===== src/hw/vst_pkg.sv =====
package vst_pkg;

  // ==========================================================================
  // Timing figures, printed units
  localparam int CLAMP_START_NS = 5500;
  localparam int CLAMP_LEN_NS = 2500;
  localparam int OFFC_START_NS = 350;
  localparam int OFFC_LEN_NS = 140;
  localparam int NTSC_SW_MIN_NS = 2800;
  localparam int NTSC_SW_MAX_NS = 5300;
  localparam int PAL_SW_MIN_NS = 3300;
  localparam int PAL_SW_MAX_NS = 5400;
  // Reference clock in kHz per standard
  localparam int NTSC_REF_KHZ = 14318;
  localparam int PAL_REF_KHZ = 17734;

  // ==========================================================================
  // Cycle counts per standard (least times round up, longest round down)
  function automatic int cyc_up(input int ns, input int khz);
    return (ns * khz + 999999) / 1000000;
  endfunction : cyc_up
  function automatic int cyc_dn(input int ns, input int khz);
    return (ns * khz) / 1000000;
  endfunction : cyc_dn

  localparam int CNT_W = 8;
  localparam logic [CNT_W-1:0] NTSC_SW_MIN = CNT_W'(cyc_up(NTSC_SW_MIN_NS, NTSC_REF_KHZ));
  localparam logic [CNT_W-1:0] NTSC_SW_MAX = CNT_W'(cyc_dn(NTSC_SW_MAX_NS, NTSC_REF_KHZ));
  localparam logic [CNT_W-1:0] PAL_SW_MIN = CNT_W'(cyc_up(PAL_SW_MIN_NS, PAL_REF_KHZ));
  localparam logic [CNT_W-1:0] PAL_SW_MAX = CNT_W'(cyc_dn(PAL_SW_MAX_NS, PAL_REF_KHZ));
  localparam logic [CNT_W-1:0] NTSC_CLAMP_ON = CNT_W'(cyc_up(CLAMP_START_NS, NTSC_REF_KHZ));
  localparam logic [CNT_W-1:0] NTSC_CLAMP_OFF = CNT_W'(cyc_up(CLAMP_START_NS + CLAMP_LEN_NS, NTSC_REF_KHZ));
  localparam logic [CNT_W-1:0] PAL_CLAMP_ON = CNT_W'(cyc_up(CLAMP_START_NS, PAL_REF_KHZ));
  localparam logic [CNT_W-1:0] PAL_CLAMP_OFF = CNT_W'(cyc_up(CLAMP_START_NS + CLAMP_LEN_NS, PAL_REF_KHZ));
  localparam logic [CNT_W-1:0] NTSC_OFFC_ON = CNT_W'(cyc_up(OFFC_START_NS, NTSC_REF_KHZ));
  localparam logic [CNT_W-1:0] NTSC_OFFC_OFF = CNT_W'(cyc_up(OFFC_START_NS + OFFC_LEN_NS, NTSC_REF_KHZ));
  localparam logic [CNT_W-1:0] PAL_OFFC_ON = CNT_W'(cyc_up(OFFC_START_NS, PAL_REF_KHZ));
  localparam logic [CNT_W-1:0] PAL_OFFC_OFF = CNT_W'(cyc_up(OFFC_START_NS + OFFC_LEN_NS, PAL_REF_KHZ));
  localparam logic [CNT_W-1:0] CNT_MAX = 8'hff;

  // ==========================================================================
  typedef enum logic [1:0] {
    VST_IDLE,
    VST_MEASURE,
    VST_LINE
  } vst_phase_t;

  typedef struct packed {
    logic burst_flag;
    logic clamp_window;
    logic offset_cancel;
    logic v_phase;
    logic vblank_mode;
    logic retune_request;
  } vst_timing_t;

  typedef struct packed {
    logic [2:0] hs_sync;
    logic [2:0] vs_sync;
    logic hs_stable;
    logic vs_stable;
    logic half_en;
    logic cs_latched;
    vst_phase_t phase;
    logic [CNT_W-1:0] width_cnt;
    logic [CNT_W-1:0] edge_cnt;
    logic line_ok;
    vst_timing_t out;
  } vst_state_t;

endpackage : vst_pkg


===== src/hw/vst_sync_timing.sv =====
`timescale 1ns/100ps
module vst_sync_timing (
  input wire logic clk,
  input wire logic srst,
  input wire logic standard_select,
  input wire logic power_enable,
  input wire logic hsync_in,
  input wire logic vsync_in,
  output logic combined_sync,
  output logic chip_active,
  output vst_pkg::vst_timing_t timing
);

  // ==========================================================================
  // State
  vst_pkg::vst_state_t st;
  vst_pkg::vst_state_t next_st;

  logic [vst_pkg::CNT_W-1:0] sw_min;
  logic [vst_pkg::CNT_W-1:0] sw_max;
  logic [vst_pkg::CNT_W-1:0] clamp_on;
  logic [vst_pkg::CNT_W-1:0] clamp_off;
  logic [vst_pkg::CNT_W-1:0] offc_on;
  logic [vst_pkg::CNT_W-1:0] offc_off;
  logic cs_raw;
  logic cs_fall;
  logic cs_rise;
  logic in_window;
  logic hs_agree;
  logic vs_agree;
  logic width_ok;
  logic edge_full;
  logic width_full;
  logic phase_busy;
  logic clamp_hit_on;
  logic clamp_hit_off;
  logic offc_hit_on;
  logic offc_hit_off;

  // ==========================================================================
  // Standard selection
  always_comb begin
    if (standard_select) begin
      sw_min = vst_pkg::NTSC_SW_MIN;
      sw_max = vst_pkg::NTSC_SW_MAX;
      clamp_on = vst_pkg::NTSC_CLAMP_ON;
      clamp_off = vst_pkg::NTSC_CLAMP_OFF;
      offc_on = vst_pkg::NTSC_OFFC_ON;
      offc_off = vst_pkg::NTSC_OFFC_OFF;
    end else begin
      sw_min = vst_pkg::PAL_SW_MIN;
      sw_max = vst_pkg::PAL_SW_MAX;
      clamp_on = vst_pkg::PAL_CLAMP_ON;
      clamp_off = vst_pkg::PAL_CLAMP_OFF;
      offc_on = vst_pkg::PAL_OFFC_ON;
      offc_off = vst_pkg::PAL_OFFC_OFF;
    end
  end

  // ==========================================================================
  // Window decode
  // A pin change counts only once the second and third stages agree
  assign hs_agree = (st.hs_sync[2] == st.hs_sync[1]);
  assign vs_agree = (st.vs_sync[2] == st.vs_sync[1]);
  // Both counters saturate, so a lost edge can never reopen a window late
  assign edge_full = (st.edge_cnt == vst_pkg::CNT_MAX);
  assign width_full = (st.width_cnt == vst_pkg::CNT_MAX);
  // Half-rate latch quantises width to two clocks; limits are rounded inward
  assign width_ok = (st.width_cnt >= sw_min) && (st.width_cnt <= sw_max);
  assign phase_busy = (st.phase != vst_pkg::VST_IDLE);
  assign clamp_hit_on = phase_busy && (st.edge_cnt == clamp_on);
  assign clamp_hit_off = (st.edge_cnt == clamp_off);
  assign offc_hit_on = phase_busy && (st.edge_cnt == offc_on);
  assign offc_hit_off = (st.edge_cnt == offc_off);

  // ==========================================================================
  // Next state
  always_comb begin
    next_st = st;
    cs_raw = 1'b0;
    cs_fall = 1'b0;
    cs_rise = 1'b0;
    in_window = 1'b0;
    // Pins cross in; stage 0 feeds only stage 1
    next_st.hs_sync = {st.hs_sync[1:0], hsync_in};
    next_st.vs_sync = {st.vs_sync[1:0], vsync_in};
    if (hs_agree) begin
      next_st.hs_stable = st.hs_sync[2];
    end
    if (vs_agree) begin
      next_st.vs_stable = st.vs_sync[2];
    end
    next_st.half_en = ~st.half_en;
    cs_raw = ~(st.hs_stable ^ st.vs_stable);
    if (st.half_en) begin
      next_st.cs_latched = cs_raw;
      cs_fall = st.cs_latched & ~cs_raw;
      cs_rise = ~st.cs_latched & cs_raw;
    end
    next_st.out.retune_request = 1'b0;
    if (!edge_full) begin
      next_st.edge_cnt = st.edge_cnt + 1'b1;
    end
    if (!width_full) begin
      next_st.width_cnt = st.width_cnt + 1'b1;
    end
    if (!power_enable) begin
      next_st.phase = vst_pkg::VST_IDLE;
      next_st.out.burst_flag = 1'b0;
      next_st.out.clamp_window = 1'b0;
      next_st.out.offset_cancel = 1'b0;
      next_st.line_ok = 1'b0;
      // Counts parked so a stale measurement cannot finish after enable
      next_st.width_cnt = vst_pkg::CNT_MAX;
      next_st.edge_cnt = vst_pkg::CNT_MAX;
    end else begin
      if (cs_fall) begin
        next_st.phase = vst_pkg::VST_MEASURE;
        next_st.width_cnt = '0;
        next_st.edge_cnt = '0;
        next_st.line_ok = 1'b0;
        next_st.out.burst_flag = 1'b0;
        next_st.out.clamp_window = 1'b0;
        if (!standard_select) begin
          next_st.out.v_phase = ~st.out.v_phase;
        end
      end else begin
        case (st.phase)
          vst_pkg::VST_IDLE: begin
            next_st.line_ok = 1'b0;
          end
          vst_pkg::VST_MEASURE: begin
            if (cs_rise) begin
              next_st.phase = vst_pkg::VST_LINE;
              in_window = width_ok;
              next_st.line_ok = in_window;
              next_st.out.vblank_mode = ~in_window;
              if (!in_window) begin
                next_st.out.retune_request = 1'b1;
              end
            end
          end
          vst_pkg::VST_LINE: begin
            // Holds until the next falling edge; the counter carries the windows
            next_st.phase = vst_pkg::VST_LINE;
          end
          default: begin
            // Unused code falls back to idle and waits for an edge
            next_st.phase = vst_pkg::VST_IDLE;
          end
        endcase
        // Gating on line_ok keeps burst off for broad and equalising pulses
        if (clamp_hit_on && (st.line_ok || next_st.line_ok)) begin
          next_st.out.burst_flag = 1'b1;
          next_st.out.clamp_window = 1'b1;
        end else if (clamp_hit_off) begin
          next_st.out.burst_flag = 1'b0;
          next_st.out.clamp_window = 1'b0;
        end
      end
      // Offset window runs every line, broad pulses included
      if (cs_fall) begin
        next_st.out.offset_cancel = 1'b0;
      end else if (offc_hit_on) begin
        next_st.out.offset_cancel = 1'b1;
      end else if (offc_hit_off) begin
        next_st.out.offset_cancel = 1'b0;
      end
    end
  end

  // ==========================================================================
  // Registers
  always_ff @(posedge clk) begin
    if (srst) begin
      // Stages start at the pins' idle high, so no false edge follows reset
      st.hs_sync <= 3'h7;
      st.vs_sync <= 3'h7;
      st.hs_stable <= 1'b1;
      st.vs_stable <= 1'b1;
      st.half_en <= 1'b0;
      st.cs_latched <= 1'b1;
      st.phase <= vst_pkg::VST_IDLE;
      st.width_cnt <= vst_pkg::CNT_MAX;
      st.edge_cnt <= vst_pkg::CNT_MAX;
      st.line_ok <= 1'b0;
      st.out.burst_flag <= 1'b0;
      st.out.clamp_window <= 1'b0;
      st.out.offset_cancel <= 1'b0;
      st.out.v_phase <= 1'b0;
      st.out.vblank_mode <= 1'b0;
      st.out.retune_request <= 1'b0;
    end else begin
      st <= next_st;
    end
  end

  // ==========================================================================
  // Outputs
  // Windows leave flip-flops directly, so no decode glitch reaches the pins
  assign combined_sync = st.cs_latched;
  assign chip_active = power_enable;
  assign timing = st.out;

endmodule : vst_sync_timing


===== config.mk =====
export PLATFORM = sky130hd
export DESIGN_NAME = vst_sync_timing
export DESIGN_NICKNAME = d
export VERILOG_FILES = /design/src/hw/vst_pkg.sv /design/src/hw/vst_sync_timing.sv
export SDC_FILE = /design/constraint.sdc
export NUM_CORES = 1
export LEC_CHECK = 0
export ABC_AREA = 1
export BUFFER_PORTS_ARGS = -buffer_cell sky130_fd_sc_hd__buf_2
export CAP_MARGIN = 10
export CORE_MARGIN = 3
export CORE_UTILIZATION = 45
export CTS_CLUSTER_DIAMETER = 60
export DETAILED_ROUTE_END_ITERATION = 12
export SYNTH_ARGS = -nofsm -noshare
export SYNTH_HDL_FRONTEND = slang
export SYNTH_SLANG_ARGS = --single-unit

===== constraint.sdc =====
create_clock -name clk -period 2.2 [get_ports clk]
set_input_delay 0.33 -clock clk [delete_from_list [all_inputs] [get_ports clk]]
set_output_delay 0.33 -clock clk [all_outputs]
set_load 0.01 [all_outputs]

==> results of run 1 <==
-- power groups by stage --
stage / logic (W) / registers, W / clock network (W)
finish: 0.00131 / 0.000917 / 0.000721
detailed placement: 0.00130 / 0.000929 / 0
floorplan: 0.00111 / 0.000884 / 0
CTS: 0.00131 / 0.000915 / 0.000737
global route: 0.00151 / 0.000945 / 0.000764
global placement: 0.00131 / 0.000928 / 0
-- cell families after synthesis --
| logic type | after synthesis |
|---|---|
| AND/OR/NAND/NOR | 106 |
| AO/OA/AOI/OAI | 43 |
| buffers and inverters | 40 |
| flip-flops | 34 |
| adder cells (fa/ha/maj) | 7 |
| XOR/XNOR | 6 |
-- worst max path at each step --
| stage | cells after the start | startpoint | to |
|---|---|---|---|
| 6_report | 9 | st[8] | st[9] |
| 5_1_grt | 9 | st[8] | st[9] |
| 4_1_cts | 9 | st[8] | st[9] |
| 3_5_place_dp | 13 | standard_select | timing[5] |
| 3_3_place_gp | 13 | standard_select | timing[5] |
| 2_1_floorplan | 8 | st[15] | st[20] |
-- sequential cells by signal, indices dropped and copies added (netlist names) --
register,flops
combined_sync,1
next_st,4
st,24
timing,5
-- metrics by stage --
stage	std cells	setup WS [ns]	instance area [um^2]	util [%]
after global routing	296	0.4664	1982	52.94
after detailed placement	288	0.5986	1839	49.13
final	296	0.6334	1982	52.94
after floorplan	236	0.8364	1778	-
after global placement	288	0.6416	1839	49.13
after CTS	296	0.6408	1982	52.94
-- area by class of cell --
cell class                      count  share of cell area (%)
Clock buffer                        6                   4.167
Clock inverter                      2                   3.030
Inverter                           30                   5.682
Multi-Input combinational cell    162                   46.09
Sequential cell                    34                   34.34
Tap cell                           48                   3.030
Timing Repair Buffer               14                   3.662
-- layer usage --
| layer | vias to the layer above | global-route usage [%] | wire, um |
|---|---|---|---|
| met3 | 6 | 5.348 | 140 |
| met2 | 24 | 26.67 | 1471 |
| li1 | 789 | - | - |
| met5 | - | 0 | 0 |
| met4 | 0 | 5.839 | 53 |
| met1 | 649 | 21.96 | 1754 |
-- cells in the final DEF (no fill, tap or decap), types with 2 or more instances in the layout --
master and n:
or2_2 7, nand3_1 12, ha_1 7, nand2_2 2, xor2_1 3, inv_1 28, inv_2 2, xnor2_1 2
nor3_1 7, nand4_1 4, nor2_2 4, clkbuf_8 6, o211ai_1 4, o21ai_0 19, nor2_4 3, a21oi_1 14
o21ai_1 2, dfxtp_1 34, buf_2 13, nand3_2 3, nor2_1 11, nand2_1 49, bufinv_16 2
==> impl.org, run 1 <==
** Floorplanning
- The core region is 3744 um^2.
- From left edge to right edge, the die measures 68.86 um.
- From bottom edge to top edge, the die measures 68.86 um.
- Pin placement for this block handled 14 I/O pins.
- Die Outline Area :: 4741 um^2
- Initial standard-cell utilization of the core :: 47.49%
- The floorplan has 22 rows.

** Power and ir drop
- Design Power :: 0.002945 W
- Switching power as a share of total power :: 40.91%
- Internal power summed over all cells :: 0.001740 W
- The analysis attributes to cell leakage a power of 0.9488 nW.
- Sequential cells burn 31.1% of the power.
- Across the VDD grid, the largest voltage drop is 0.8774 mV.
- Dividing total power by cell area gives a power density of 1486 nW/um^2.
- Switching Power :: 0.001205 W
- Share of power burned in combinational logic :: 44.4%
- The clock network burns 24.5% of the power.

** Hold path
- Worst hold path cell count :: 2
- Critical hold path startpoint :: vsync_in
- For hold timing, the worst endpoint is next_st[30].
- The worst hold path belongs to the class input pin to flip-flop.

** STA
- Across the routed clock network, the largest skew measured is 0.009758 ns.
- The number of hold-slack violations in the final timing report is 0.
- Setup repair after global routing left no endpoint under its margin.
- The worst path in the final design needs a cycle of 1.567 ns, including I/O delays and setup.
- Setup total negative slack on the finished layout was measured at 0 ns.
- Hold is met by 0.2224 ns.
- At the pin with the least slew margin, the transition time is 0.3286 ns.
- Timing would allow up to 638.3 MHz.
- Portion of the clock cycle consumed by the worst path in the final layout :: 71.21%
- Relative slew slack :: 78.04%
- The final-report max-slew violation count came to 0.
- Setup Viol. Count Final :: 0

** Cells and area
- For this run, the post-layout net count is 260.
- In the final layout, the multi-input gates occupy 913.4 um^2.
- Area Overhead vs Synth :: 11.47%
- Layout cells sized above 1 :: 18.95%
- After filler insertion, the fill cell instance count of the layout stands at 390.
- 0 antenna diodes ended up in the layout.
- Combined flip-flop and latch cell area :: 680.7 um^2

** Drt
- After the first detailed-routing iteration, the DRC count stood at 122.
- Routed len/inst :: 11.55 um
- In the routed design, unresolved DRC markers number 0.
- Summed over all layers, the routed wires come to 3420 um.
- In this run the remaining antenna-violating nets after routing total 0.
- Using the TritonRoute via totals, the vias-per-cell ratio works out to 4.959.
- The first detailed-routing pass ran for 4 iterations.
- Routed via count :: 1468

** Synth
- A synthesized cell averages 7.534 um^2.
- The synthesized netlist devotes 4.926% of its cell area to adder and majority cells.
- Most used standard cell by instance count after synthesis :: nand2_1
- Among all flip-flop cells after synthesis, the most frequent one is dfxtp_1.
- Post-synthesis xor/xnor area fraction :: 3.378%
- After technology mapping, the gate count stands at 236.
- Sorting the synthesized cells by how often they occur yields nand2_1, dfxtp_1, inv_1.
- dfxtp_1 takes more of the synthesized area than any other cell.
- Total number of yosys warnings :: 0
- Sequential elements use 38.28% of the synthesized area.
- The portion of synthesized area spent on multiplexers is 0%.
- Largest family of logic cells by synthesized area :: simple AND/OR/NAND/NOR gates
- Library cells used by synthesis :: 32
- EDFF count, synth :: 0
- Summing the areas of all compound-gate instances in the mapped netlist gives 13.23% of the synthesized area.
- Fraction of synthesized cell area taken by the top area cell type :: 38.28%
- Fraction of registers with async set or reset after synthesis :: 0%
- Of the total synthesized cell area, the portion taken by AND, OR, NAND and NOR gates is 29.84%.
- When the netlist entered floorplanning its net count stood at 249.
- Ranked by total cell area, the synthesized netlist is headed by dfxtp_1, nand2_1, inv_1.
- The mapped netlist covers 1778 um^2.
- Synthesis-stage register bit count :: 34

** Critical path
- Chain of cells forming the critical path :: ha_1 > nand3_2 > nor2_2 > nand2_2 > nor2_4 > inv_2 > nor2_1 > inv_1 > o211ai_1
- The number of cells on the worst reg-to-reg path is 9.
- Total buffers and inverters traversed by the critical path :: 2
- The worst register-to-register path begins at st[8].
- The endpoint identified for the worst register-to-register timing path is st[9].
- Of all nets on the critical path, the largest fanout is 6.
- Family with the most delay on the worst path :: simple AND/OR/NAND/NOR gates
- Critical Path End Type :: flip-flop
- The setup path with the least slack is of type flip-flop to flip-flop.
- Standard cell with the maximum stage delay on the critical path :: dfxtp_1
- For flop-to-flop paths, the worst setup slack is 0.63 ns.
- STA classifies the critical path startpoint as a flip-flop.
- The largest single stage delay on the critical path is 0.44 ns.
- Required time of the critical path :: 2.41 ns
- At the worst endpoint, the arrival time is 1.78 ns.

** Global route
- The number of antenna violations at the first check in global routing came to 0.
- GR Overflow Total :: 0
- The first global-routing pass estimated 5906 um of wire.
- The via count of the first global-routing pass is 1343.
- Entering global routing, the biggest net connects 16 pins.
- Global routing used 17.00% of the available tracks.

** CTS
- Maximum clock insertion buffer count :: 2
- The H-tree was split into 2 levels.
- For the worst-skew pair, the clock arrives at the later sink with an insertion delay of 0.29 ns.
- Hold-fix buffers, CTS :: 0
- TritonCTS built the clock tree.
- Clock edge transition at the registers on the reported setup and hold paths :: 0.07 ns
- Once the clock tree was built, the setup fixing pass inserted 0 buffers.
- CTS placed an instance of clkbuf_8 at the clock tree root.
- CTS Buf Count :: 5
- Number of clock sinks :: 34
- Number of resized instances in the post-cts repair step :: 0

** Run status
- The run finished with clean final reports.

** Placed design
- RePlAce Congestion :: 0.8341
- Buffers added on ports :: 13
- After legalization and detailed placement, the total HPWL measured 2551 um.

** Run
- Reported max-cap violation count :: 0
No activity file was read; power rests on OpenSTA's default activity.
==> run 2: changes to the inputs <==
clock period = 1.5 ns   (was 2.2 ns; I/O delays follow)
==> impl.org, run 2 (synthesized netlist as in run 1, its figures left out) <==
** STA
- Max-slew violation total from the final report :: 0 (unchanged)
- Fmax :: 690.1 MHz (+8.1%)
- The final worst setup slack came to 0.05094 ns (-0.5824 ns).
- Setup repair after global routing could not meet its margin everywhere.
- Portion of the clock cycle consumed by the worst path in the final layout :: 96.60% (+25 points)
- Relative slew slack :: 78.32% (+0.27 points)
- The number of failing setup endpoints in the final timing report was 0 (unchanged).
- The final-layout worst hold slack was 0.1152 ns (-0.1071 ns).
- The number of hold-slack violations in the final timing report came to 0 (unchanged).
- Worst-Margin Slew :: 0.3248 ns (-0.003776 ns)
- Final critical-path required period :: 1.449 ns (-0.1176 ns)
- Setup Skew :: 0.009780 ns (+0.00002254 ns)

** Global route
- The number of antenna violations at the first check in global routing was 0 (unchanged).
- Largest net degree at the start of global routing :: 16 (unchanged)
- The first-pass GRT wire length came to 6279 um (+6.3%).
- The total global-route track usage was 18.24% (+1.2 points).
- Via count of the first global-routing pass :: 1414 (+5.3%)
- GR Overflow Total :: 0 (unchanged)

** Critical path
- The required arrival time at the worst endpoint was 1.73 ns (-0.68 ns).
- The worst setup path is captured at a flip-flop.
- Critical path class :: flip-flop to flip-flop
- WP data arrival :: 1.68 ns (-0.10 ns)
- STA classifies the critical path startpoint as a flip-flop.
- The largest fanout on the critical path was 3 (-3).

** Cells and area
- Finished Cell Area :: 2157 um^2 (+8.8%)
- The number of antenna repair diodes came to 0 (unchanged).
- Non-filler cells in the finished layout :: 310 (+4.7%)
- The number of nets in the layout was 274 (+5.4%).
- The library cell used most frequently in the layout, excluding fill and tap cells, is nand2_1.
- Most used cells in the layout excluding fill and tap cells :: nand2_1, dfxtp_1, inv_1
- Counting flops per register, the top entry is st.
- Layout cells sized above 1 :: 29.39% (+10 points)
- The flip-flop count of the largest register after layout is 24 (unchanged).
- The layout filler cell count is 360 (-7.7%).
- Area Overhead vs Synth :: 21.32%

** Run status
- Outcome :: finished clean

** Power and ir drop
- Worst ir drop on vdd :: 0.9762 mV (+11%)
- Cell leakage power :: 1.019 nW (+7.4%)
- The ratio of total power to cell area came to 2253 nW/um^2 (+52%).

** CTS
- CTS Root Buffer Type :: clkbuf_8
- The later-pin clock latency in the skew report came to 0.29 ns (about the same).
- The cts-stage hold buffer count came to 0 (unchanged).
- The clock edge transition at the registers on the reported setup and hold paths was 0.08 ns (about the same).
- The clock tree buffer depth is 2 (unchanged).
- The number of sinks driven by the clock tree came to 34 (unchanged).
- The number of buffers created by CTS is 5 (unchanged).
- The number of H-tree levels came to 2 (unchanged).
- TritonCTS built the clock tree.

** Floorplanning
- Initial standard-cell utilization of the core :: 47.49% (unchanged)
- Count of pins on the block boundary :: 14 (unchanged)
- The horizontal die dimension came to 68.86 um (unchanged).
- # rows :: 22 (unchanged)
- Die Outline Area :: 4741 um^2 (unchanged)
- Core area :: 3744 um^2 (unchanged)
- The die span in y is 68.86 um (unchanged).

** Placed design
- The placer's final routability congestion estimate came to 0.9012 (+8.0%).
- Post-Place Cells :: 301 (+4.5%)
- Total placed instance area :: 1937 um^2 (+5.3%)
- The final HPWL from detailed placement was 2782 um (+9.0%).
- Buffers added on ports :: 13 (unchanged)
- Place WS :: 0.03328 ns (-0.5653 ns)

** Drt
- The number of vias per cell after detailed routing was 5.068 (+2.2%).
- The number of design-rule violations left by the first detailed-router iteration was 164 (+34%).
- The number of nets with antenna violations after detailed routing is 0 (unchanged).
- The total iterations of the first detailed-routing run came to 4 (unchanged).
- The total length of routed wires is 3794 um (+11%).
- Routed via count :: 1571 (+7.0%)
- Routed len/inst :: 12.24 um (+5.9%)
- The number of remaining DRC errors came to 0 (unchanged).

** Hold path
- Hold/Removal Path Class :: input pin to flip-flop

** Run
- The number of max-capacitance violations reported was 0 (unchanged).
-- run 2: layout make-up --
cell class | instances | area [um^2] | share of cell area, %
Clock buffer | 5 | 68.82 | 3.190
Clock inverter | 3 | 68.82 | 3.190
Inverter | 30 | 112.6 | 5.220
Multi-Input combinational cell | 162 | 980.9 | 45.48
Sequential cell | 34 | 684.4 | 31.73
Tap cell | 48 | 60.06 | 2.784
Timing Repair Buffer | 28 | 181.4 | 8.411
-- run 2: path summary, 6_finish.rpt --
check | depth (start not counted) | startpoint | slack (ns) | endpoint
worst max-delay path | 12 | st[16] | 0.05 | timing[5]
worst min-delay path | 2 | hsync_in | 0.12 | next_st[33]
worst max register to register | 12 | st[16] | 0.05 | timing[5]
worst min register to register | 1 | next_st[30] | 0.41 | next_st[31]
-- run 2: repair_timing --
| action | in CTS | in global routing |
|---|---|---|
| setup endpoints to repair | 0 | 14 |
| setup buffers | 0 | 1 |
| resized for setup | 0 | 20 |
-- run 2: power breakdown --
part           switching [W]  internal (W)
clock network       0.000352      0.000666
registers           0.000218       0.00110
logic                0.00142       0.00111
-- run 2: critical path, stage by stage (launching register included) --
cell     delay (ns)
dfxtp_2        0.34
buf_6          0.12
ha_4           0.25
nand2_2        0.04
nand2_1        0.05
nand4_1        0.07
nand2_1        0.11
nand2_2        0.07
nand2_2        0.06
nand2_2        0.05
nand2_1        0.06
nand2_1        0.06
a21oi_2        0.13
-- run 2: metal layers --
metal	track usage [%]	share of wire (%)	routed length, um
met3	5.511	4.6	175
met4	7.299	1.3	49
met2	25.48	42	1594
met5	0	0	0
met1	25.92	52	1974
-- run 2: metrics by stage --
| stage | util (%) | power, W | TNS, ns |
|---|---|---|---|
| after floorplan | - | 0.002931 | 0 |
| after global placement | 51.74 | 0.003545 | 0 |
| after detailed placement | 51.74 | 0.003557 | 0 |
| after CTS | 55.41 | 0.004590 | 0 |
| after global routing | 57.62 | 0.005343 | -0.1139 |
| final | 57.62 | 0.004861 | 0 |
==> run 3: changes to the inputs <==
ABC_AREA = not set   (was 1)
==> impl.org, run 3 <==
** STA
- Final critical-path required period :: 1.480 ns (+0.03105 ns)
- The worst max-slew margin expressed relative to the limit came to 75.91% (-2.4 points).
- The worst clock skew was 0.009999 ns (+0.0002186 ns).
- The slew at the pin with the worst max-slew slack came to 0.3582 ns (+0.03336 ns).
- The final-report max-slew violation count was 0 (unchanged).
- The peak clock frequency supported by timing is 675.6 MHz (-2.1%).
- The final-layout worst hold slack is 0.1128 ns (-0.002420 ns).
- The number of hold-slack violations in the final timing report was 0 (unchanged).
- RSZ-0062 raised after global routing :: true
- Portion of the clock cycle consumed by the worst path in the final layout :: 98.67% (+2.1 points)
- Setup Viol. Count Final :: 0 (unchanged)

** Cells and area
- The core utilization of the finished layout was 59.09% (+1.5 points).
- Most used cells in the layout excluding fill and tap cells :: dfxtp_1, buf_4, o21ai_0
- Non-filler cells in the finished layout :: 273 (-12%)
- The layout filler cell count came to 327 (-9.2%).
- Final-stage net count :: 237 (-14%)
- Compared with the post-synthesis result, the final layout area differs by 24.82%.
- The area used by sequential logic in the layout came to 695.7 um^2 (+1.6%).
- Finished Cell Area :: 2196 um^2 (+1.8%)
- Layout cells sized above 1 :: 35.11% (+5.7 points)
- The multi-input gate area in the final layout is 1031 um^2 (+5.1%).
- Register with the most flip-flops :: st
- Antenna Cells :: 0 (unchanged)
- Number of flip-flops under the largest register name :: 24 (unchanged)
- Leaving out fill and tap cells, the most frequent cell in the layout is dfxtp_1.

** Placed design
- The count of buffers from port buffering was 13 (unchanged).
- Sum of net half-perimeters after detailed placement :: 2849 um (+2.4%)
- Total placed instance area :: 1951 um^2 (+0.71%)
- Post-Place Cells :: 261 (-13%)
- The placer's final routability congestion estimate came to 0.8424 (-6.5%).

** CTS
- Number of clock sinks :: 34 (unchanged)
- CTS Root Buffer Type :: clkbuf_8
- Maximum clock insertion buffer count :: 2 (unchanged)
- The number of H-tree levels came to 2 (unchanged).
- The clock edge transition at the registers on the reported setup and hold paths came to 0.07 ns (about the same).
- The number of buffers created by CTS came to 5 (unchanged).
- TritonCTS clock tree :: built
- The later-pin clock latency in the skew report came to 0.29 ns (about the same).

** Power and ir drop
- Worst ir drop on vdd :: 1.001 mV (+2.5%)
- Pwr Density :: 2268 nW/um^2 (+0.65%)
- Cell leakage power :: 0.8901 nW (-13%)
- Design Power :: 0.004980 W (+2.5%)

** Critical path
- The critical path starts at st[16].
- Required time of the critical path :: 1.68 ns (-0.05 ns)
- Peak per-stage delay on the critical path :: 0.51 ns (+0.17 ns)
- The largest fanout on the critical path came to 4 (+1).
- Critical Path End Type :: flip-flop
- Critical R2R Launch :: st[16]
- STA classifies the critical path startpoint as a flip-flop.
- Chain of cells forming the critical path :: ha_4 > and3_4 > or4b_1 > o21ai_1 > o21ai_1
- WP data arrival :: 1.66 ns (-0.02 ns)
- The critical path in this run is classified as flip-flop to flip-flop.
- CP most frequent cell :: o21ai_1
- Cell depth of the worst flop-to-flop path :: 5 (-7)
- Standard cell with the maximum stage delay on the critical path :: or4b_1

** Synth
- Fraction of synthesized cell area taken by the top area cell type :: 38.69% (+0.41 points)
- Of all cell types, the one taking the most synthesized area is dfxtp_1.
- The mean area per synthesized cell was 9.021 um^2 (+20%).
- Synthesis-stage register bit count :: 34 (unchanged)
- The number of flops mapped to enable cells by yosys was 0 (unchanged).
- For this run, the leading register cell type out of synthesis is dfxtp_1.
- Synthesized instance count :: 195 (-17%)
- Fraction of registers with async set or reset after synthesis :: 0% (unchanged)
- Netlist area before placement :: 1759 um^2 (-1.1%)
- Synth Net Count :: 208 (-16%)
- The commonest cells after synthesis are dfxtp_1, o21ai_0, nor2_1.
- The fraction of the yosys area taken by sequential cells came to 38.69% (+0.41 points).
- Ranked by total cell area, the synthesized netlist is headed by dfxtp_1, o21ai_0, ha_1.
- The total number of yosys warnings is 0 (unchanged).
- The unique cell type count in the Yosys netlist is 55 (+72%).
- Most used standard cell by instance count after synthesis :: dfxtp_1

** Hold path
- Worst hold path cell count :: 2 (unchanged)
- Hold/Removal Path Class :: input pin to flip-flop
- In this run the most critical hold path is launched from vsync_in.

** Drt
- Antenna Violating Nets Remaining :: 0 (unchanged)
- 1st-iter DRT viols :: 139 (-15%)
- The total length of routed wires was 4176 um (+10%).
- The number of remaining DRC errors is 0 (unchanged).
- Routed len/inst :: 15.30 um (+25%)
- Routed via count :: 1548 (-1.5%)
- The total iterations of the first detailed-routing run was 4 (unchanged).
- Via density per instance :: 5.670 (+12%)

** Global route
- The largest net degree at the start of global routing came to 13 (-3).
- GR Overflow Total :: 0 (unchanged)
- The total global-route track usage came to 19.06% (+0.82 points).
- Initial antenna violation count :: 0 (unchanged)
- Global-route wire length before repair :: 6658 um (+6.0%)
- Via count of the first global-routing pass :: 1467 (+3.7%)

** Floorplanning
- Die Span Y :: 68.53 um (-0.48%)
- Chip width :: 68.53 um (-0.48%)
- Count of pins on the block boundary :: 14 (unchanged)
- The number of rows in the core area came to 22 (unchanged).
- The die area is 4696 um^2 (-0.96%).
- Initial standard-cell utilization of the core :: 47.34% (-0.15 points)
- Core area :: 3716 um^2 (-0.74%)

** Run
- The number of max-capacitance violations reported is 0 (unchanged).

** Run status
- Outcome :: finished clean
-- run 3: cells by family (layout without fill, tap and decap cells) --
logic type	after synthesis	after routing	synth area share [%]
muxes	4	4	2.276
xor gates and xnor gates	9	9	4.908
and+or+nand+nor	65	65	21.91
adders and majority gates	7	7	4.978
DFF	34	34	38.69
buffers and inverters	21	51	7.539
AOI/OAI and AO/OA	55	55	19.70
-- run 3: cell type report --
cell class / count / share of cell area [%]
sequential: 34 / 31.68
clock buffer: 5 / 3.134
multi-input combinational: 140 / 46.95
inverter: 5 / 0.8547
tap: 48 / 2.735
clock inverter: 3 / 3.134
timing repair buffer: 38 / 11.51
-- run 3: critical path: cells and delay by family, from the launching register on --
family | cells | cell delay [ns]
AOI/OAI and AO/OA | 2 | 0.17
adders and majority gates | 1 | 0.16
DFF | 1 | 0.36
and+or+nand+nor | 2 | 0.69
-- run 3: routing by layer --
metal,vias to the layer above,GRT usage [%],wire length (um)
met5,-,0,0
met4,0,6.700,69
met2,39,33.25,2126
li1,772,-,-
met3,8,4.052,169
met1,729,22.91,1811
-- run 3: path summary, 6_finish.rpt --
path	to	slack, ns
max	st[22]	0.02
min	next_st[30]	0.11
max reg2reg	st[22]	0.02
min reg2reg	next_st[31]	0.41
-- run 3: repair_timing --
action                                  4_1_cts  5_1_grt
resized for setup                             4       18
pin swaps                                     3        8
buffers inserted                              4        0
endpoints found under the setup margin        6       17
hold buffers                                  0        0
-- run 3: report_power, final --
part / switching (W) / internal [W]
Sequential: 0.000222 / 0.00110
Clock: 0.000358 / 0.000666
Combinational: 0.00125 / 0.00138
-- run 3: per-stage QoR --
step,TNS (ns),worst slack [ns]
final,0,0.01989
after global routing,-0.2301,-0.07433
after CTS,-0.01845,-0.01464
after detailed placement,-0.1888,-0.05656
after global placement,-0.1001,-0.04125
after floorplan,-0.03618,-0.03618
